<file path="src/rtl/ebl_pkg.sv">
// Shared constants and types for the boot-time configuration loader.
package ebl_pkg;
  // Two-wire bus target base and header layout.
  localparam logic [6:0]  EBL_BASE_ADDR   = 7'h50;
  localparam logic [7:0]  EBL_HDR_LEN     = 8'h15;
  localparam logic [7:0]  EBL_SIG_OFS0    = 8'h00;
  localparam logic [7:0]  EBL_SIG_OFS2    = 8'h02;
  localparam logic [7:0]  EBL_SUM_LAST    = 8'h06;
  localparam logic [7:0]  EBL_CFG_OFS     = 8'h03;
  localparam logic [7:0]  EBL_CSUM_OFS    = 8'h0f;
  localparam logic [7:0]  EBL_START_OFS   = 8'h04;
  localparam int          EBL_AT_BIT      = 7;
  localparam int          EBL_STATUS_BIT  = 5;
  localparam logic [15:0] EBL_HDR_STEP    = 16'h0800;
  // Image instruction bytes; values are arbitrary.
  localparam logic [7:0]  EBL_OP_PAGE     = 8'hfe;
  localparam logic [7:0]  EBL_OP_END      = 8'hff;
  // Expected signature; values are arbitrary.
  localparam logic [7:0]  EBL_SIG0        = 8'h61;
  localparam logic [7:0]  EBL_SIG1        = 8'h62;
  localparam logic [7:0]  EBL_SIG2        = 8'h63;
  // Serial clock limit and derived quarter-bit divider.
  localparam int          EBL_CLK_HZ      = 250_000_000;
  localparam int          EBL_SCL_MAX_HZ  = 400_000;
  localparam int          EBL_QTR_CYC     = (EBL_CLK_HZ + 4 * EBL_SCL_MAX_HZ - 1)
                                            / (4 * EBL_SCL_MAX_HZ);
  // Byte engine commands.
  typedef enum logic [2:0] {
    EBL_CMD_START = 3'b000,
    EBL_CMD_WRITE = 3'b001,
    EBL_CMD_READ  = 3'b010,
    EBL_CMD_STOP  = 3'b011
  } ebl_cmd_t;
endpackage : ebl_pkg

</file>
<file path="src/rtl/ebl_loader.sv">
// Boot loader top: reads a serial EEPROM image and streams it to the device.
// Function
// - After reset, if enabled, send target address; retry until the EEPROM acknowledges it.
// - Detect an answering EEPROM, then move the image in sequential reads, restarted at each page turn.
// - Header bytes 0 to 2 must match the signature, else no load.
// - Checksum over header bytes 0 to 6 is checked against byte 15.
// - Read image sequentially until a page-turn or end instruction appears.
// - Page turn: new access with slave address and new word address, no header.
// - End instruction: stop the bus access and stay idle until reset.
// - Target 7-bit address is 0x50 plus the two address pins, r/w last.
// - Header sits at 0x0, 0x800, 0x1000 or 0x1800 by target index.
// - Header read always uses two-byte word addresses; memory treated as 256-byte pages.
// - Page turn loads the upper address byte and clears the lower; slave address unchanged only with addressing-type bit 1.
// - Start address or page turn may add a 0 to 7 offset to 0x50.
// - Serial clock stays at or below 400 kHz.
// - Set boot status bit 5 when loading is done.
// - Header byte 3: bit 7 addressing type, bits 5 to 0 last page; only bit 7 is used, the last page field is ignored.
// - Eight start-address pairs at offsets 4 to 19; pins select the pair.
// - Pin value 000 selects offsets 4 and 5, 111 selects 18 and 19.
// - Addressing-type bit 1 sends a 16-bit word address, 0 sends 8 bits.
// - Header byte 20 holds the image revision; loading ignores it.
// - External request runs a single write or read transfer on the bus.
`timescale 1ns/100ps
module ebl_loader
  import ebl_pkg::*;
(
  // Clock and reset
  input  wire logic        clk,
  input  wire logic        rst_b,
  // Straps and control
  input  wire logic        load_en,
  input  wire logic        slave_addr_pin_lo,
  input  wire logic        slave_addr_pin_hi,
  input  wire logic        start_sel_pin,
  // Two-wire bus lines (open drain, oe low drives low)
  input  wire logic        scl_i,
  output logic             scl_o,
  output logic             scl_oe_q,
  input  wire logic        sda_i,
  output logic             sda_o,
  output logic             sda_oe_q,
  // Image byte stream to the device write ports
  output logic             img_valid_q,
  output logic [7:0]       img_data_q,
  input  wire logic        img_ready,
  // Single transfer request from the serial control port
  input  wire logic        xfer_req,
  input  wire logic        xfer_rd,
  input  wire logic [6:0]  xfer_dev,
  input  wire logic [15:0] xfer_addr,
  input  wire logic [7:0]  xfer_wdata,
  output logic             xfer_done_q,
  output logic [7:0]       xfer_rdata_q,
  // Status
  output logic [7:0]       boot_status_q,
  output logic             busy_q
);
  typedef enum logic [3:0] {
    EBL_IDLE  = 4'b0000,
    EBL_START = 4'b0001,
    EBL_DEVW  = 4'b0010,
    EBL_AHI   = 4'b0011,
    EBL_ALO   = 4'b0100,
    EBL_RSTRT = 4'b0101,
    EBL_DEVR  = 4'b0110,
    EBL_RDB   = 4'b0111,
    EBL_WDB   = 4'b1000,
    EBL_STOP  = 4'b1001,
    EBL_CHECK = 4'b1010,
    EBL_OFF   = 4'b1011
  } ebl_state_t;
  typedef enum logic [1:0] {
    EBL_M_HDR  = 2'b00,
    EBL_M_IMG  = 2'b01,
    EBL_M_XFER = 2'b10
  } ebl_mode_t;

  // Two-flop synchronisers for the bus lines.
  logic [1:0] scl_s_q, sda_s_q;
  always_ff @(posedge clk) begin
    if (!rst_b) begin
      scl_s_q <= 2'b11;
      sda_s_q <= 2'b11;
    end else begin
      scl_s_q <= {scl_s_q[0], scl_i};
      sda_s_q <= {sda_s_q[0], sda_i};
    end
  end

  ebl_state_t  st_q, st_d;
  ebl_mode_t   md_q, md_d;
  logic [6:0]  dev_q, dev_d;
  logic [15:0] wa_q, wa_d;
  logic [7:0]  idx_q, idx_d, sum_q, sum_d, cfg_q, cfg_d, shi_q, shi_d;
  logic [7:0]  slo_q, slo_d, pg_q, pg_d, xr_q, xr_d;
  logic        sig_ok_q, sig_ok_d, pend_q, pend_d, done_q, done_d, xd_q, xd_d;
  logic        ec_valid, ec_last, ec_done, ec_nack, e_scl, e_sda;
  ebl_cmd_t    ec_cmd;
  logic [7:0]  ec_data, ec_rd;
  logic        bf_valid, bf_ready;
  logic [7:0]  bf_data;
  logic        issue, last_rd;
  logic [1:0]  tgt;
  logic [2:0]  sel;

  assign tgt = {slave_addr_pin_hi, slave_addr_pin_lo};
  assign sel = {start_sel_pin, tgt};
  assign issue = !ec_done && !(st_q == EBL_RDB && md_q == EBL_M_IMG && !bf_ready);
  assign last_rd = (md_q == EBL_M_XFER) || (md_q == EBL_M_HDR && idx_q == EBL_HDR_LEN - 8'h01) ||
                   (md_q == EBL_M_IMG && (pend_q || done_q));

  always_comb begin
    ec_cmd  = EBL_CMD_WRITE;
    ec_data = 8'h00;
    ec_last = 1'b0;
    ec_valid = 1'b0;
    unique case (st_q)
      EBL_START, EBL_RSTRT: begin ec_cmd = EBL_CMD_START; ec_valid = issue; end
      EBL_DEVW: begin ec_data = {dev_q, 1'b0}; ec_valid = issue; end
      EBL_AHI:  begin ec_data = wa_q[15:8]; ec_valid = issue; end
      EBL_ALO:  begin ec_data = wa_q[7:0]; ec_valid = issue; end
      EBL_DEVR: begin ec_data = {dev_q, 1'b1}; ec_valid = issue; end
      EBL_WDB:  begin ec_data = xfer_wdata; ec_valid = issue; end
      EBL_RDB:  begin ec_cmd = EBL_CMD_READ; ec_last = last_rd; ec_valid = issue; end
      EBL_STOP: begin ec_cmd = EBL_CMD_STOP; ec_valid = issue; end
      default: ec_valid = 1'b0;
    endcase
  end

  always_comb begin
    st_d = st_q; md_d = md_q; dev_d = dev_q; wa_d = wa_q; idx_d = idx_q;
    sum_d = sum_q; cfg_d = cfg_q; shi_d = shi_q; slo_d = slo_q; pg_d = pg_q;
    sig_ok_d = sig_ok_q; pend_d = pend_q; done_d = done_q; xd_d = 1'b0; xr_d = xr_q;
    bf_valid = 1'b0;
    bf_data  = ec_rd;
    unique case (st_q)
      EBL_IDLE: begin
        if (load_en && !done_q) begin
          md_d = EBL_M_HDR;
          dev_d = EBL_BASE_ADDR | {5'h00, tgt};
          wa_d = EBL_HDR_STEP * {14'h0000, tgt};
          idx_d = 8'h00; sum_d = 8'h00; sig_ok_d = 1'b1;
          st_d = EBL_START;
        end else if (xfer_req) begin
          md_d = EBL_M_XFER; dev_d = xfer_dev; wa_d = xfer_addr;
          st_d = EBL_START;
        end
      end
      EBL_START: if (ec_done) st_d = EBL_DEVW;
      EBL_DEVW: begin
        if (ec_done) begin
          // A missing answer during boot retries the address phase.
          if (ec_nack && md_q != EBL_M_XFER) st_d = EBL_START;
          else if (ec_nack) st_d = EBL_STOP;
          else if (md_q == EBL_M_IMG && !cfg_q[EBL_AT_BIT]) st_d = EBL_ALO;
          else st_d = EBL_AHI;
        end
      end
      EBL_AHI: if (ec_done) st_d = ec_nack ? EBL_STOP : EBL_ALO;
      EBL_ALO: begin
        if (ec_done)
          st_d = ec_nack ? EBL_STOP : (md_q == EBL_M_XFER && !xfer_rd) ? EBL_WDB : EBL_RSTRT;
      end
      EBL_RSTRT: if (ec_done) st_d = EBL_DEVR;
      EBL_DEVR: if (ec_done) st_d = ec_nack ? EBL_STOP : EBL_RDB;
      EBL_WDB: if (ec_done) begin xd_d = 1'b1; st_d = EBL_STOP; end
      EBL_RDB: begin
        if (ec_done) begin
          idx_d = idx_q + 8'h01;
          unique case (md_q)
            EBL_M_HDR: begin
              if (idx_q <= EBL_SUM_LAST || idx_q == EBL_CSUM_OFS)
                sum_d = sum_q + ec_rd;
              if ((idx_q == EBL_SIG_OFS0 && ec_rd != EBL_SIG0) ||
                  (idx_q == 8'h01 && ec_rd != EBL_SIG1) ||
                  (idx_q == EBL_SIG_OFS2 && ec_rd != EBL_SIG2)) sig_ok_d = 1'b0;
              if (idx_q == EBL_CFG_OFS) cfg_d = ec_rd;
              if (idx_q == EBL_START_OFS + {4'h0, sel, 1'b0}) shi_d = ec_rd;
              if (idx_q == EBL_START_OFS + {4'h0, sel, 1'b1}) slo_d = ec_rd;
              // Byte 20 (revision) is read but has no effect.
              if (idx_q == EBL_HDR_LEN - 8'h01) st_d = EBL_STOP;
            end
            EBL_M_IMG: begin
              // The read after an instruction is nacked, so the EEPROM frees the data line.
              if (pend_q || done_q) begin
                pend_d = 1'b0;
                if (pend_q) pg_d = ec_rd;
                st_d   = EBL_STOP;
              end else if (ec_rd == EBL_OP_PAGE) pend_d = 1'b1;
              else if (ec_rd == EBL_OP_END) done_d = 1'b1;
              else bf_valid = 1'b1;
            end
            default: begin xr_d = ec_rd; xd_d = 1'b1; st_d = EBL_STOP; end
          endcase
        end
      end
      EBL_STOP: begin
        if (ec_done) begin
          if (md_q == EBL_M_HDR) st_d = EBL_CHECK;
          else if (md_q == EBL_M_IMG && !done_q) begin
            // Page turn: upper byte changes, device offset too with 8-bit addressing, header skipped.
            dev_d = cfg_q[EBL_AT_BIT] ? dev_q : EBL_BASE_ADDR + {4'h0, pg_q[2:0]};
            wa_d  = {pg_q, 8'h00};
            st_d  = EBL_START;
          end else st_d = (md_q == EBL_M_IMG) ? EBL_OFF : EBL_IDLE;
        end
      end
      EBL_CHECK: begin
        if (sig_ok_q && sum_q == 8'h00) begin
          md_d = EBL_M_IMG;
          dev_d = cfg_q[EBL_AT_BIT] ? dev_q : EBL_BASE_ADDR + {4'h0, shi_q[2:0]};
          wa_d = cfg_q[EBL_AT_BIT] ? {shi_q, slo_q} : {8'h00, slo_q};
          pend_d = 1'b0;
          st_d = EBL_START;
        end else begin
          done_d = 1'b1;
          st_d = EBL_OFF;
        end
      end
      EBL_OFF: begin
        // Loading stays off until reset; single transfers are still served.
        if (xfer_req) begin
          md_d = EBL_M_XFER; dev_d = xfer_dev; wa_d = xfer_addr;
          st_d = EBL_START;
        end
      end
      default: st_d = EBL_IDLE;
    endcase
  end

  always_ff @(posedge clk) begin
    if (!rst_b) begin
      st_q <= EBL_IDLE; md_q <= EBL_M_HDR; dev_q <= 7'h00; wa_q <= 16'h0000;
      idx_q <= 8'h00; sum_q <= 8'h00; cfg_q <= 8'h00; shi_q <= 8'h00;
      slo_q <= 8'h00; pg_q <= 8'h00; sig_ok_q <= 1'b0; pend_q <= 1'b0;
      done_q <= 1'b0; xd_q <= 1'b0; xr_q <= 8'h00;
    end else begin
      st_q <= st_d; md_q <= md_d; dev_q <= dev_d; wa_q <= wa_d;
      idx_q <= idx_d; sum_q <= sum_d; cfg_q <= cfg_d; shi_q <= shi_d;
      slo_q <= slo_d; pg_q <= pg_d; sig_ok_q <= sig_ok_d; pend_q <= pend_d;
      done_q <= done_d; xd_q <= xd_d; xr_q <= xr_d;
    end
  end

  // Bit engine runs at a quarter-bit rate at or below 400 kHz.
  ebl_byte_eng u_eng (
    .clk       (clk),
    .rst_b     (rst_b),
    .cmd_valid (ec_valid),
    .cmd       (ec_cmd),
    .cmd_data  (ec_data),
    .cmd_last  (ec_last),
    .cmd_done  (ec_done),
    .rd_data   (ec_rd),
    .nack      (ec_nack),
    .scl_in    (scl_s_q[1]),
    .sda_in    (sda_s_q[1]),
    .scl_oe    (e_scl),
    .sda_oe    (e_sda)
  );

  logic       ov_valid;
  logic [7:0] ov_data;
  ebl_skid2 u_buf (
    .clk       (clk),
    .rst_b     (rst_b),
    .in_valid  (bf_valid),
    .in_data   (bf_data),
    .in_ready  (bf_ready),
    .out_valid (ov_valid),
    .out_data  (ov_data),
    .out_ready (!img_valid_q || img_ready)
  );

  // Registered outputs.
  always_ff @(posedge clk) begin
    if (!rst_b) begin
      scl_oe_q <= 1'b1; sda_oe_q <= 1'b1; img_valid_q <= 1'b0; img_data_q <= 8'h00;
      xfer_done_q <= 1'b0; xfer_rdata_q <= 8'h00; boot_status_q <= 8'h00; busy_q <= 1'b0;
    end else begin
      scl_oe_q <= e_scl;
      sda_oe_q <= e_sda;
      if (!img_valid_q || img_ready) begin
        img_valid_q <= ov_valid;
        img_data_q  <= ov_data;
      end
      xfer_done_q  <= xd_q;
      xfer_rdata_q <= xr_q;
      boot_status_q[EBL_STATUS_BIT] <= boot_status_q[EBL_STATUS_BIT] |
                                       (st_q == EBL_OFF);
      busy_q <= (st_q != EBL_IDLE && st_q != EBL_OFF);
    end
  end
  assign scl_o = 1'b0;
  assign sda_o = 1'b0;

  a_status_off: assert property (@(posedge clk) disable iff (!rst_b)
    (st_q == EBL_OFF) |=> boot_status_q[EBL_STATUS_BIT]) else $error("status missing");
  a_bad_hdr_off: assert property (@(posedge clk) disable iff (!rst_b)
    (st_q == EBL_CHECK && !sig_ok_q) |=> (st_q == EBL_OFF)) else $error("bad header ran");
  a_sum_check: assert property (@(posedge clk) disable iff (!rst_b)
    (st_q == EBL_CHECK && sum_q != 8'h00) |=> (st_q == EBL_OFF)) else $error("bad sum ran");
  a_off_stays: assert property (@(posedge clk) disable iff (!rst_b)
    (st_q == EBL_OFF) |=> (st_q == EBL_OFF || md_q == EBL_M_XFER)) else $error("loader woke");
  a_nack_retry: assert property (@(posedge clk) disable iff (!rst_b)
    (st_q == EBL_DEVW && ec_done && ec_nack && md_q == EBL_M_HDR) |=> (st_q == EBL_START))
    else $error("no retry");
  a_dev_range: assert property (@(posedge clk) disable iff (!rst_b)
    (md_q != EBL_M_XFER && st_q == EBL_DEVW) |-> (dev_q[6:3] == 4'ha)) else $error("bad dev");
  a_page_upper: assert property (@(posedge clk) disable iff (!rst_b)
    (st_q == EBL_STOP && ec_done && md_q == EBL_M_IMG && !done_q) |=> (wa_q == {$past(pg_q), 8'h00}))
    else $error("page turn low byte");
  a_no_write_bad: assert property (@(posedge clk) disable iff (!rst_b)
    (md_q == EBL_M_HDR) |-> !bf_valid) else $error("header leaked");
endmodule : ebl_loader

</file>
<file path="src/rtl/ebl_byte_eng.sv">
// Bit-level two-wire bus engine: start, byte write, byte read, stop.
`timescale 1ns/100ps
module ebl_byte_eng
  import ebl_pkg::*;
(
  // Clock and reset
  input  wire logic       clk,
  input  wire logic       rst_b,
  // Command
  input  wire logic       cmd_valid,
  input  wire ebl_cmd_t   cmd,
  input  wire logic [7:0] cmd_data,
  input  wire logic       cmd_last,
  output logic            cmd_done,
  output logic [7:0]      rd_data,
  output logic            nack,
  // Bus lines, synchronised
  input  wire logic       scl_in,
  input  wire logic       sda_in,
  output logic            scl_oe,
  output logic            sda_oe
);
  typedef enum logic [1:0] {
    EBL_E_IDLE = 2'b00,
    EBL_E_RUN  = 2'b01,
    EBL_E_DONE = 2'b10
  } ebl_eng_t;

  ebl_eng_t   st_q, st_d;
  logic [7:0] div_q, div_d;
  logic [5:0] ph_q, ph_d;
  logic [8:0] sh_q, sh_d;
  logic       scl_q, scl_d, sda_q, sda_d, nack_q, nack_d;
  logic       tick;
  logic [5:0] ph_end;
  logic [1:0] qp;
  logic [3:0] bitn;

  assign tick   = (div_q == 8'(EBL_QTR_CYC - 1));
  assign qp     = ph_q[1:0];
  assign bitn   = ph_q[5:2];
  assign ph_end = (cmd == EBL_CMD_START || cmd == EBL_CMD_STOP) ? 6'h03 : 6'h23;

  always_comb begin
    st_d   = st_q;
    div_d  = (st_q == EBL_E_RUN && !tick) ? div_q + 8'h01 : 8'h00;
    ph_d   = ph_q;
    sh_d   = sh_q;
    scl_d  = scl_q;
    sda_d  = sda_q;
    nack_d = nack_q;
    unique case (st_q)
      EBL_E_IDLE: begin
        if (cmd_valid) begin
          st_d = EBL_E_RUN;
          ph_d = 6'h00;
          sh_d = (cmd == EBL_CMD_READ) ? {8'hff, cmd_last} : {cmd_data, 1'b1};
        end
      end
      EBL_E_RUN: begin
        // Clock stretching: wait while the slave holds the clock low.
        if (tick && !(scl_q && !scl_in)) begin
          unique case (cmd)
            EBL_CMD_START: begin
              if (qp == 2'd0) sda_d = 1'b1;
              if (qp == 2'd1) scl_d = 1'b1;
              if (qp == 2'd2) sda_d = 1'b0;
              if (qp == 2'd3) scl_d = 1'b0;
            end
            EBL_CMD_STOP: begin
              if (qp == 2'd0) sda_d = 1'b0;
              if (qp == 2'd1) scl_d = 1'b1;
              if (qp == 2'd2) sda_d = 1'b1;
            end
            default: begin
              if (qp == 2'd0) sda_d = sh_q[8];
              if (qp == 2'd1) scl_d = 1'b1;
              if (qp == 2'd2) begin
                if (bitn == 4'd8) nack_d = sda_in;
                else sh_d = {sh_q[7:0], sda_in};
              end
              if (qp == 2'd3) scl_d = 1'b0;
            end
          endcase
          ph_d = ph_q + 6'h01;
          if (ph_q == ph_end) st_d = EBL_E_DONE;
        end
      end
      EBL_E_DONE: begin
        st_d = EBL_E_IDLE;
      end
      default: st_d = EBL_E_IDLE;
    endcase
  end

  always_ff @(posedge clk) begin
    if (!rst_b) begin
      st_q   <= EBL_E_IDLE;
      div_q  <= 8'h00;
      ph_q   <= 6'h00;
      sh_q   <= 9'h1ff;
      scl_q  <= 1'b1;
      sda_q  <= 1'b1;
      nack_q <= 1'b0;
    end else begin
      st_q   <= st_d;
      div_q  <= div_d;
      ph_q   <= ph_d;
      sh_q   <= sh_d;
      scl_q  <= scl_d;
      sda_q  <= sda_d;
      nack_q <= nack_d;
    end
  end

  assign cmd_done = (st_q == EBL_E_DONE);
  assign rd_data  = sh_q[7:0];
  assign nack     = nack_q;
  assign scl_oe   = scl_q;
  assign sda_oe   = sda_q;
endmodule : ebl_byte_eng

</file>
<file path="src/rtl/ebl_skid2.sv">
// Two-entry buffer with valid and ready on both sides.
`timescale 1ns/100ps
module ebl_skid2
  import ebl_pkg::*;
(
  // Clock and reset
  input  wire logic        clk,
  input  wire logic        rst_b,
  // Fill side
  input  wire logic        in_valid,
  input  wire logic [7:0]  in_data,
  output logic             in_ready,
  // Drain side
  output logic             out_valid,
  output logic [7:0]       out_data,
  input  wire logic        out_ready
);
  logic [7:0] mem_q [2];
  logic [7:0] mem_d [2];
  logic [1:0] cnt_q, cnt_d;
  logic       rp_q, rp_d, wp_q, wp_d;
  logic       push, pop;

  assign in_ready  = (cnt_q != 2'd2);
  assign out_valid = (cnt_q != 2'd0);
  assign out_data  = mem_q[rp_q];
  assign push      = in_valid && in_ready;
  assign pop       = out_valid && out_ready;

  always_comb begin
    mem_d = mem_q;
    wp_d  = wp_q;
    rp_d  = rp_q;
    cnt_d = cnt_q;
    if (push) begin
      mem_d[wp_q] = in_data;
      wp_d        = ~wp_q;
    end
    if (pop) rp_d = ~rp_q;
    if (push && !pop) cnt_d = cnt_q + 2'd1;
    if (pop && !push) cnt_d = cnt_q - 2'd1;
  end

  always_ff @(posedge clk) begin
    if (!rst_b) begin
      mem_q <= '{8'h00, 8'h00};
      cnt_q <= 2'd0;
      rp_q  <= 1'b0;
      wp_q  <= 1'b0;
    end else begin
      mem_q <= mem_d;
      cnt_q <= cnt_d;
      rp_q  <= rp_d;
      wp_q  <= wp_d;
    end
  end
endmodule : ebl_skid2

</file>
<file path="config.mk">
export PLATFORM = sky130hd
export DESIGN_NAME = ebl_loader
export DESIGN_NICKNAME = d
export VERILOG_FILES = /design/src/rtl/ebl_pkg.sv /design/src/rtl/ebl_loader.sv /design/src/rtl/ebl_byte_eng.sv /design/src/rtl/ebl_skid2.sv
export SDC_FILE = /design/constraint.sdc
export NUM_CORES = 1
export LEC_CHECK = 0
export ABC_AREA = 0
export BUFFER_PORTS_ARGS = -buffer_cell sky130_fd_sc_hd__buf_2
export CAP_MARGIN = 25
export CORE_ASPECT_RATIO = 0.8
export CORE_UTILIZATION = 39
export CTS_CLUSTER_SIZE = 40
export DETAILED_ROUTE_END_ITERATION = 10
export PLACE_DENSITY_LB_ADDON = 0.12
export SLEW_MARGIN = 20
export SYNTH_ARGS = -nofsm -noshare
export SYNTH_HDL_FRONTEND = slang
export SYNTH_SLANG_ARGS = --single-unit
</file>
<file path="constraint.sdc">
create_clock -name clk -period 2.8 [get_ports clk]
set_clock_uncertainty 0.15 [all_clocks]
set_input_delay 0.42 -clock clk [delete_from_list [all_inputs] [get_ports clk]]
set_output_delay 0.42 -clock clk [all_outputs]
set_load 0.05 [all_outputs]
</file>
* Word level (Yosys, flattened, before mapping)
Cells that the tools add are included.
** Storage, ports and cells
- Register bits after elaboration :: 163
- Latch bits :: 0
- Memory bits (writable) :: 0
- ROM bits :: 0
- Bits of input ports :: 42
- Output and inout bits :: 31
- Logic and storage cells :: 332
- Memories kept :: 0
** Cells by class
- Add/subtract/negate cells :: 10
- Multipliers :: 0
- Divide/modulo/power cells :: 0
- $lt $le $gt $ge :: 4
- Equality and inequality tests :: 72
- Shift operators :: 0
- Muxes and demuxes :: 118
- Bitwise operators :: 7
- Reductions and logical operators :: 84
** Operator list (number)
- two-way mux 16 bit :: 7
- two-way mux 4 bit :: 23
- two-way mux 8 bit :: 9
- case mux 16 bit (4 select lines) :: 1
- two-way mux 7 bit :: 8
- two-way mux 9 bit :: 6
- != test 2 bit, second input constant :: 26
- case mux 4 bit (12 select lines) :: 1
- case mux 8 bit (5 select lines) :: 1
- AND reduction 5 bit :: 7
- two-way mux 1 bit :: 34
- case mux 8 bit (2 select lines) :: 2
- case mux 7 bit (4 select lines) :: 1
- == test 8 bit, second input constant :: 3
- != test 8 x 7 -> 1 bit, second input constant :: 3
- logical AND 1 bit :: 23
- == test 4 bit, second input constant :: 5
- two-way mux 6 bit :: 3
- case mux 9 bit (2 select lines) :: 1
- adder 8 x 1 -> 8 bit, second input constant :: 2
- bitwise mux 16 bit :: 1
- == test 4 x 3 -> 1 bit, second input constant :: 4
- == test 8 x 2 -> 1 bit, second input constant :: 2
- == test 8 x 5 -> 1 bit :: 2
- other kinds (49) :: 120

* Longest topological paths before layout
Gate-level depths: netlist of run 1.
- Word-level depth :: 11
- Depth in mapped cells :: 12
- Depth with buffers taken out :: 7

* Hierarchy
A second synthesis of run 1 with hierarchy kept.
** Unflattened totals
- Cells, all modules :: 952
- Area, all modules :: 8463.1 um^2
** By module, submodules not included
- ebl_loader :: times used 1, cells each 666, area an instance 5876.9 um^2, seq. area each 2162.1 um^2
- ebl_byte_eng :: times used 1, cells each 195, area an instance 1676.6 um^2, seq. area each 560.5 um^2
- ebl_skid2 :: times used 1, cells each 91, area an instance 909.6 um^2, seq. area each 400.4 um^2

* Worst setup path before layout of run 1
Ideal clock, no wire load.
- Kind :: register to register
- From :: register st_q[0]
- To :: register u_eng.sh_q[0]
- Setup time :: 0.141 ns
- Arrival time :: 2.403 ns
- Required time :: 2.509 ns
- Setup slack :: 0.106 ns
- Cell stages (with the launch flop) :: 13
- Path buffers :: 5
- Period minus slack after synthesis :: 2.694 ns
- Cell sequence :: dfxtp_1 -> buf_6 -> and4bb_2 -> buf_2 -> clkbuf_1 -> nor2_1 -> ha_1 -> and2_1 -> a32o_1 -> buf_6 -> buf_6 -> o221ai_1 -> o211ai_1
** Between the ends
- Cells in the longest elaborated chain, start to end :: 8
- Elaborated cells between the ends (all ways) :: 28
- Classes of those cells :: 13 x eq/ne; 6 x mux; 9 x reduce/logical
** RTL lines
- start, declared :: RTL line ebl_loader.sv:90 : ebl_state_t st_q, st_d;
- start signal, assigned :: RTL line ebl_loader.sv:238 : st_q <= st_d; md_q <= md_d; dev_q <= dev_d; wa_q <= wa_d;
- parallel branches: the longest is 8 deep, another holds AND reduction 6 bit
- end signal, assigned :: RTL line ebl_byte_eng.sv:101 : sh_q <= 9'h1ff;
- end signal, assigned :: RTL line ebl_byte_eng.sv:109 : sh_q <= sh_d;
- end, declared :: RTL line ebl_byte_eng.sv:32 : logic [8:0] sh_q, sh_d;
Several ways; the timed one is not identified. The select of a mux whose other input is x is not followed.
A chain may end at the register's enable or synchronous reset.

* Final worst setup path of run 1
- From :: register st_q[1]
- To :: register u_eng.sh_q[0]
The elaborated chain is that of the path after synthesis.

==> results by group, run 1 <==
STA
  • Final Cycle Share: 93.7%
  • Setup WS post-layout: about 0.18 ns
  • Worst slew margin: ~55%
  • Hold slack: 0.0278 ns
  • Fmax: 0.381 GHz
  • Hold Fails Final Rpt: 0
  • TNS Setup: 0 ns
  • Least-Margin Pin Slew: 0.668 ns
  • Max Slew Vio Count: 0
  • RSZ-0062 raised after global routing: false
  • # setup viols final: 0
  • Min Tclk post-route: about 2.6 ns

Yosys
  • Synth Instances: 890
  • Async S/R FF share, synth: 0%
  • Post-synth EDFFs: 0
  • Syn Area/Cell: 8.98 sq um
  • Sequential fraction of the synthesis area: between 30% and 40%
  • Ys flop type: dfxtp_1
  • Mapped cell area: around 8000 sq um
  • Flops & latches, synth: between 150 and 200
  • Yosys top cell area share: between 30% and 40%
  • Top post-synthesis cells by count: dfxtp_1, nor2_1, mux2i_1
  • Most common cell in the synthesized netlist: dfxtp_1
  • Most area-hungry cell type in the Yosys netlist: dfxtp_1
  • Yosys cell types: 83
  • Synth area leaders: dfxtp_1, mux2i_1, nor2_1, o211ai_1, ha_1
  • Yosys warns: 0

Power and ir drop
  • PD cells: 844 nW/um^2
  • Overall Power: 7.88 mW
  • Maximum vdd drop: approximately 0.43 mV
  • Leakage: between 3 and 4 nW

Setup path
  • CP Max Fanout: 18
  • RR Endpoint: u_eng.sh_q[0]
  • Startpoint class of the critical path: flop
  • R2r worst-path depth: 8
  • WP buf/inv: 1
  • Worst EP arrival: ~2.8 ns
  • Cell Chain, Critical Path: buf_4 -> and4bb_2 -> nor2_1 -> ha_1 -> and2_1 -> a32o_1 -> o221ai_1 -> o211ai_1
  • Worst endpoint required time: 2.99 ns
  • Crit Reg-Reg Startpoint: st_q[1]
  • CP peak stage delay: 0.61 ns
  • Worst setup EP type: flop
  • Reg2reg setup slack: ~0.18 ns
  • CP top delay family: compound AO/OA/AOI/OAI gates
  • Critical path class: reg -> reg
  • Slowest-stage cell, CP: a32o_1

Floorplanning
  • Top Ports: 73
  • Cell Rows: 46
  • Die Area: approximately 21000 sq um
  • Die Width: ~160 um
  • Total core area: ~20000 sq um
  • Die Ht: 130 um
  • Starting Density: roughly 40%

Global routing
  • Gr usage total: 22.0%
  • First-pass GRT wire length: between 30 and 40 mm
  • Vias in the first global route: between 6k and 7k
  • Gr ovfl total: 0
  • Initial antenna violation count: 0
  • Largest net degree at the start of global routing: 53

CTS
  • Root Buffer: clkbuf_16
  • Post-CTS Setup Inserts: 0
  • CTS tree: done
  • CTS Buffer Depth: 2
  • Clock transition at path regs: 0.07 ns
  • Clock sink count: 156
  • Post_cts resized: 0
  • # hold bufs at CTS: 0
  • Num CTS Buffers: 17
  • Skew-Pair Late Insertion Delay: 0.43 ns
  • H-tree levels: 4

Finish
  • # diodes: 0
  • Ratio of cells with drive above 1 in the final layout: between 10% and 20%
  • Net count, final: 1020
  • Filler Cell Count: 1953
  • Fin area: 9340 sq um
  • Final Non-Filler Cells: 1234
  • Area grow syn2layout: 16.9%
  • Final design utilization: between 40% and 50%

Placement
  • Placed instance count: 1202
  • Pre-CTS WS: ~0.25 ns
  • Placed cell area: 8700 sq um
  • DP Wirelength: around 16 mm
  • Routability cong.: ~0.85
  • Port bufs: 63

Hold path
  • Hold Startpoint: scl_i
  • Worst min path class: in -> reg
  • Worst hold path depth: 2
  • Hold Path Sink: scl_s_q[0]

Detailed routing
  • Drt drc: 0
  • Routed Antenna Nets: 0
  • Via/cell ratio: 5.43
  • Final WL: 22.3 mm
  • Drt pass-1 iters: 7
  • Iter 0 DRT Violations: 495
  • DR WL/cell: 18.0 um
  • Vias: ~6.7k

Flow run
  • Maxcap violations: 0

Outcome
  • Status: completed
==> kinds of logic (layout without fill, tap and decap cells) <==
family | count (synthesis) | in the layout | share of synthesized area, %
and+or+nand+nor | 300 | 300 | 20.3
xor gates and xnor gates | 23 | 23 | 2.52
other | 1 | 9 | 0.0469
adders and majority gates | 21 | 21 | 3.38
buffers and inverters | 102 | 174 | 5.85
AOI/OAI and AO/OA | 214 | 214 | 19.5
DFF | 156 | 156 | 39.1
muxes | 73 | 73 | 9.33
==> layer usage <==
layer  up-vias  share of wire, %  track usage (%)
li1       3351                 -                -
met1      3142                52             32.9
met2       197                41             32.5
met3        15               5.6             4.10
met4         0              0.72             4.50
met5         -                 0                0
==> how the worst max path moves through the flow <==
stage	from	endpoint	slack (ns)	cells after the start
floorplan	st_q[0]	u_eng.sh_q[0]	0.11	12
global placement	st_q[1]	u_eng.sh_q[0]	0.27	8
detailed placement	st_q[1]	u_eng.sh_q[0]	0.25	8
CTS	st_q[1]	u_eng.sh_q[0]	0.21	8
global route	st_q[1]	u_eng.sh_q[0]	0.05	8
finish	st_q[1]	u_eng.sh_q[0]	0.18	8
==> sequential cells by signal, indices dropped and copies added, names as in the netlist, 8 cells and up <==
signal        flops
u_buf.mem_q      16
idx_q             8
shi_q             8
slo_q             8
u_eng.sh_q        9
xr_q              8
pg_q              8
sum_q             8
img_data_q        8
xfer_rdata_q      8
u_eng.div_q       8
wa_q             16
==> final cells by class <==
cell class | instances | area [sq um] | area share [%]
Multi-Input combinational cell | 640 | 4430 | 47.5
Sequential cell | 156 | 3120 | 33.4
Timing Repair Buffer | 114 | 711 | 7.61
Clock buffer | 18 | 439 | 4.70
Tap cell | 264 | 330 | 3.54
Clock inverter | 14 | 200 | 2.14
Inverter | 28 | 105 | 1.12
==> layout by cell type (no fill, tap or decap), drive strengths merged, types with 12 or more instances in the layout <==
master	n
o211ai	35
inv	35
o21a	13
xor2	14
nor2	111
ha	20
nand2	39
o21ai	24
a211oi	12
and2	17
mux2i	61
mux2	12
nand4	13
nand2b	15
dfxtp	156
clkbuf	18
nor3	23
buf	114
a22oi	15
nand3	24
a21oi	36
==> power by group <==
group	internal [mW]	switching [mW]	total, mW
combinational	1.02	1.63	2.64
clock	1.47	1.07	2.54
sequential	2.44	0.252	2.70
No activity file was read; power rests on OpenSTA's default activity.
==> inputs of run 2 (changes only) <==
SYNTH_HIERARCHICAL = 1   (was unset)
clock period = 3.4 ns   (was 2.8 ns; I/O delays follow)
==> results by group, run 2 <==
Outcome
  • Status: completed

Yosys
  • Post-Synth XOR/XNOR Area: 2.47%
  • Ys flop type: dfxtp_1
  • Compound-gate portion of the synthesized area: 20.0%
  • Most common cell in the synthesized netlist: dfxtp_1
  • Simple-gate area share of the yosys netlist: between 20% and 30%
  • Yosys cell types: 84
  • Post-synth EDFFs: 0
  • Synth area leaders: dfxtp_1, mux2i_1, nor2b_1, nand2_1, ha_1
  • Synth Area in Adders: under 10%
  • Yosys warns: 6
  • Sequential fraction of the synthesis area: 36.9%
  • Fraction of synthesized area in multiplexers: 9.64%
  • Largest family of logic cells by synthesized area: simple AND/OR/NAND/NOR gates
  • Async S/R FF share, synth: 0%
  • Yosys top cell area share: 36.9%
  • Syn Area/Cell: around 9 sq um
  • Flops & latches, synth: 156
  • Mapped cell area: 8460 sq um
  • Synth Instances: 952
  • Most area-hungry cell type in the Yosys netlist: dfxtp_1
  • Top post-synthesis cells by count: dfxtp_1, nand2_1, mux2i_1

Detailed routing
  • Routed Antenna Nets: 0
  • Drt drc: 0
  • Via/cell ratio: roughly 5.4
  • Vias: around 6.9k
  • Iter 0 DRT Violations: 488
  • Final WL: 22.3 mm
  • DR WL/cell: 17.6 um
  • Drt pass-1 iters: 5

Finish
  • Fin area: approximately 9600 sq um
  • Area grow syn2layout: 13.0%
  • Net count, final: 1051
  • Largest registers: u_buf/mem_q x16, wa_q x16, u_eng/sh_q x9
  • Final design utilization: between 40% and 50%
  • Most common cell after layout, fill and taps aside: dfxtp_1
  • # diodes: 0
  • Most frequent cells in the layout: dfxtp_1, nand2_1, buf_2, mux2i_1, nor2b_1
  • Final Non-Filler Cells: 1271
  • Ratio of cells with drive above 1 in the final layout: 15.4%
  • Filler Cell Count: just over 2k

STA
  • Final Cycle Share: 88.0%
  • Worst slew margin: 44.8%
  • Least-Margin Pin Slew: 0.821 ns
  • Hold slack: 0.103 ns
  • Max Slew Vio Count: 0
  • Hold Fails Final Rpt: 0
  • TNS Setup: 0 ns
  • Fmax: 0.334 GHz
  • Min Tclk post-route: ~3.0 ns
  • RSZ-0062 raised after global routing: false
  • # setup viols final: 0
  • Setup WS post-layout: 0.407 ns

Power and ir drop
  • Maximum vdd drop: between 0.2 and 0.3 mV
  • PD cells: 654 nW/um^2
  • Leakage: 3.76 nW
  • Overall Power: 6.25 mW

Setup path
  • Startpoint class of the critical path: flop
  • CP Max Fanout: 8
  • Worst endpoint required time: 3.62 ns
  • WP buf/inv: 0
  • Cell Chain, Critical Path: nor2b_1 -> nand2_1 -> nor4_1 -> nand2_1 -> ha_1 -> or3_1 -> a21boi_1
  • Worst setup EP type: flop
  • Critical path class: reg -> reg
  • CP top delay family: simple AND/OR/NAND/NOR gates
  • Cell repeated most along the worst path: nand2_1
  • Slowest-stage cell, CP: nor4_1
  • Worst EP arrival: about 3.2 ns
  • CP peak stage delay: between 0.7 and 0.8 ns

Floorplanning
  • Total core area: 21000 sq um
  • Die Area: 22300 sq um
  • Starting Density: 40.3%
  • Die Ht: between 100 and 150 um
  • Die Width: 167 um
  • Cell Rows: 47
  • Top Ports: 73

Placement
  • Routability cong.: 0.843
  • Placed cell area: 8940 sq um
  • DP Wirelength: 15.9 mm
  • Pre-CTS WS: 0.336 ns
  • Placed instance count: 1239
  • Port bufs: 63

Global routing
  • Gr usage total: between 20 and 25%
  • Vias in the first global route: 6328
  • Initial antenna violation count: 0
  • Gr ovfl total: 0
  • Largest net degree at the start of global routing: 81
  • First-pass GRT wire length: 35.5 mm

CTS
  • CTS Buffer Depth: 2
  • Clock transition at path regs: 0.08 ns
  • Post_cts resized: 0
  • CTS tree: done
  • Post-CTS Setup Inserts: 0
  • Skew-Pair Late Insertion Delay: about 0.44 ns
  • H-tree levels: 4
  • Num CTS Buffers: 17
  • # hold bufs at CTS: 0
  • Clock sink count: roughly 160
  • Root Buffer: clkbuf_16

Flow run
  • Maxcap violations: 0

Hold path
  • Worst min path class: in -> reg
[run 2: cells by family (layout without fill, tap and decap cells)]
family	count (synthesis)	after routing
mux	76	76
xor+xnor	23	23
simple gates	337	337
buf+inv	105	140
fa+ha+maj	20	20
flops	156	156
other cells	1	16
compound gates	234	234
[run 2: per-layer routing]
metal  vias to the layer above  track usage, %  routed length (um)
li1                       3469               -                   -
met1                      3213            31.4               11900
met2                       165            29.6                9280
met3                        18            3.27                 919
met4                         0            5.35                 238
met5                         -               0                   0
[run 2: power by group]
| part | total [mW] | switching, mW | internal [mW] |
|---|---|---|---|
| sequential | 2.32 | 0.326 | 1.99 |
| combinational | 1.99 | 1.19 | 0.796 |
| clock | 1.95 | 0.944 | 1.00 |
| total | 6.25 | 2.46 | 3.79 |
[run 2: worst reg2reg max path: stages, from the launching register on]
cell	delay, ns
dfxtp_1	0.43
nor2b_1	0.50
nand2_1	0.15
nor4_1	0.74
nand2_1	0.13
ha_1	0.35
or3_1	0.36
a21boi_1	0.13
[run 2: layout make-up]
cell class,count,area [sq um],area share [%]
multi-input combinational,706,4900,51.3
sequential,156,3120,32.7
timing repair buffer,84,488,5.10
clock buffer,17,425,4.45
tap,269,337,3.52
clock inverter,15,196,2.05
inverter,24,90.1,0.942
[run 2: worst paths after layout]
path | from | depth (start not counted) | end | slack [ns]
worst max-delay path | u_eng/st_q[1] | 7 | u_buf/cnt_q[1] | 0.41
worst max register to register | u_eng/st_q[1] | 7 | u_buf/cnt_q[1] | 0.41
worst min-delay path | sda_i | 2 | sda_s_q[0] | 0.10
worst min register to register | scl_s_q[0] | 1 | scl_s_q[1] | 0.26
==> inputs of run 3 (changes only) <==
ABC_AREA = 1   (was 0)
==> results by group, run 3 <==
Power and ir drop
  • PD cells: just over 600 nW/um^2
  • Leakage: 4.46 nW
  • Overall Power: 6.01 mW
  • Maximum vdd drop: 0.298 mV

Setup path
  • Worst endpoint required time: 3.63 ns
  • CP Max Fanout: 7
  • Crit Reg-Reg Startpoint: st_q[0]
  • Crit. Startpoint: st_q[0]
  • Reg2reg setup slack: 1.03 ns
  • Critical path class: reg -> reg
  • RR Endpoint: u_buf/cnt_q[1]
  • Startpoint class of the critical path: flop
  • R2r worst-path depth: 13
  • Worst EP arrival: 2.60 ns
  • Worst setup EP type: flop

Yosys
  • Mapped cell area: 8600 sq um
  • Yosys cell types: 47
  • Yosys top cell area share: 36.3%
  • Synth area leaders: dfxtp_1, nand2_1, nor2_1, inv_1, a21oi_1
  • Top post-synthesis cells by count: nand2_1, nor2_1, inv_1
  • Ys flop type: dfxtp_1
  • Async S/R FF share, synth: 0%
  • Synth Instances: 1325
  • Post-synth EDFFs: 0
  • Syn Area/Cell: 6.49 sq um
  • Sequential fraction of the synthesis area: 36.3%
  • Most area-hungry cell type in the Yosys netlist: dfxtp_1
  • Most common cell in the synthesized netlist: nand2_1
  • Yosys warns: 6
  • Flops & latches, synth: between 150 and 200

CTS
  • # hold bufs at CTS: 0
  • Post-CTS Setup Inserts: 0
  • Skew-Pair Late Insertion Delay: 0.44 ns
  • Num CTS Buffers: 17
  • CTS tree: done
  • Clock sink count: roughly 160
  • H-tree levels: 4
  • Post_cts resized: 0
  • Clock transition at path regs: approximately 0.070 ns
  • CTS Buffer Depth: 2
  • Root Buffer: clkbuf_16

Finish
  • Filler Cell Count: 2283
  • Final Non-Filler Cells: 1661
  • Area of the multi-input gates: 4530 sq um
  • Largest registers: u_buf/mem_q x16, wa_q x16, u_eng/sh_q x9
  • Most frequent cells in the layout: nand2_1, nor2_1, inv_1, dfxtp_1, a21oi_1
  • Area grow syn2layout: 13.0%
  • Most common cell after layout, fill and taps aside: nand2_1
  • # diodes: 0
  • Ratio of cells with drive above 1 in the final layout: 11.2%
  • Net count, final: 1435
  • Reg area: approximately 3100 sq um

Global routing
  • Initial antenna violation count: 0
  • Largest net degree at the start of global routing: 90
  • First-pass GRT wire length: between 30 and 40 mm
  • Gr ovfl total: 0
  • Vias in the first global route: 7320
  • Gr usage total: 21.9%

Floorplanning
  • Starting Density: 39.8%
  • Top Ports: 73
  • Total core area: 21600 sq um
  • Die Area: 22700 sq um
  • Die Ht: 135 um
  • Die Width: 168 um
  • Cell Rows: 48

Detailed routing
  • Vias: 8265
  • DR WL/cell: 14.5 um
  • Iter 0 DRT Violations: 637
  • Via/cell ratio: 4.98
  • Final WL: ~24 mm
  • Drt pass-1 iters: 5
  • Drt drc: 0
  • Routed Antenna Nets: 0

Outcome
  • Status: completed

STA
  • Worst slew margin: roughly 54%
  • TNS Setup: 0 ns
  • Min Tclk post-route: about 2.4 ns
  • Hold Fails Final Rpt: 0
  • RSZ-0062 raised after global routing: false
  • Fmax: 0.422 GHz
  • Least-Margin Pin Slew: 0.683 ns
  • Max Slew Vio Count: 0
  • Hold slack: ~0.11 ns
  • # setup viols final: 0
  • Final Cycle Share: 69.7%

Placement
  • Port bufs: 63
  • DP Wirelength: 17.5 mm
  • Routability cong.: 0.914
  • Placed instance count: between 1.5k and 2k

Hold path
  • Hold Path Sink: scl_s_q[0]
  • Worst min path class: in -> reg
  • Worst hold path depth: 2
  • Hold Startpoint: scl_i

Flow run
  • Maxcap violations: 0
[run 3: cell types whose count changed in the layout (fill, tap and decap cells not counted), moves of 39 or more]
cell,before,now
a21oi_1,38,99
inv_1,23,169
mux2i_1,59,0
nand2_1,79,336
nand3_1,24,75
nor2_1,43,193
nor2b_1,49,0
o21ai_0,29,68
[run 3: area by class of cell]
class                   instances  area share [%]
clock inverters                15            2.02
inverters                     180            6.98
repair buffers                 75            4.30
clock buffers                  17            4.38
well taps                     275            3.54
flip-flops and latches        156            32.1
multi-input cells             943            46.7
[run 3: worst max-delay path, cell delays in order, from the launching register on]
cell,delay (ns)
dfxtp_1,0.44
nand2_1,0.18
inv_1,0.11
nand2_1,0.11
nor2_1,0.15
nand2_1,0.10
a211oi_2,0.25
nand2_1,0.13
ha_1,0.33
inv_1,0.08
nand2_1,0.05
nor2_1,0.08
nor2_1,0.05
nor2_1,0.09
[run 3: per-stage QoR]
step / instance area, sq um / worst slack, ns / utilization (%)
after floorplan: 8650 / 1.05 / -
after global routing: 9720 / 0.756 / 45.0
after global placement: 9100 / 1.08 / 42.1
final: 9720 / 1.03 / 45.0
after CTS: 9720 / 1.02 / 45.0
after detailed placement: 9100 / 1.05 / 42.1
[run 3: worst max path at each step]
stage,endpoint,slack [ns]
after floorplan,u_buf/cnt_q[1],1.05
after global placement,u_buf/cnt_q[1],1.08
after detailed placement,u_buf/cnt_q[1],1.05
after CTS,u_buf/cnt_q[1],1.02
after global routing,u_buf/cnt_q[1],0.76
final,u_buf/cnt_q[1],1.03
[run 3: per-layer routing]
layer  vias up  global-route usage, %  share of wire [%]
met1      3709                   32.8                 52
met3        27                   3.40                5.6
met4         0                   5.51                1.0
met2       236                   32.4                 42
met5         -                      0                  0
li1       4293                      -                  -
[run 3: kinds of logic (layout without fill, tap and decap cells)]
group                    count (synthesis)  in the layout  share of synthesized area, %
AO/OA/AOI/OAI                          206            206                          13.0
XOR/XNOR                                11             11                          1.12
adder cells (fa/ha/maj)                 20             20                          3.00
buffers and inverters                  237            287                          11.5
flip-flops                             156            156                          36.3
other                                    1             12                        0.0436
AND/OR/NAND/NOR                        694            694                          35.0
[run 3: report_power, final]
| group | switching, mW | total, mW | internal (mW) |
|---|---|---|---|
| Sequential | 0.207 | 2.23 | 2.02 |
| Combinational | 1.24 | 1.78 | 0.540 |
| Clock | 0.931 | 2.00 | 1.07 |
| Total | 2.38 | 6.01 | 3.63 |
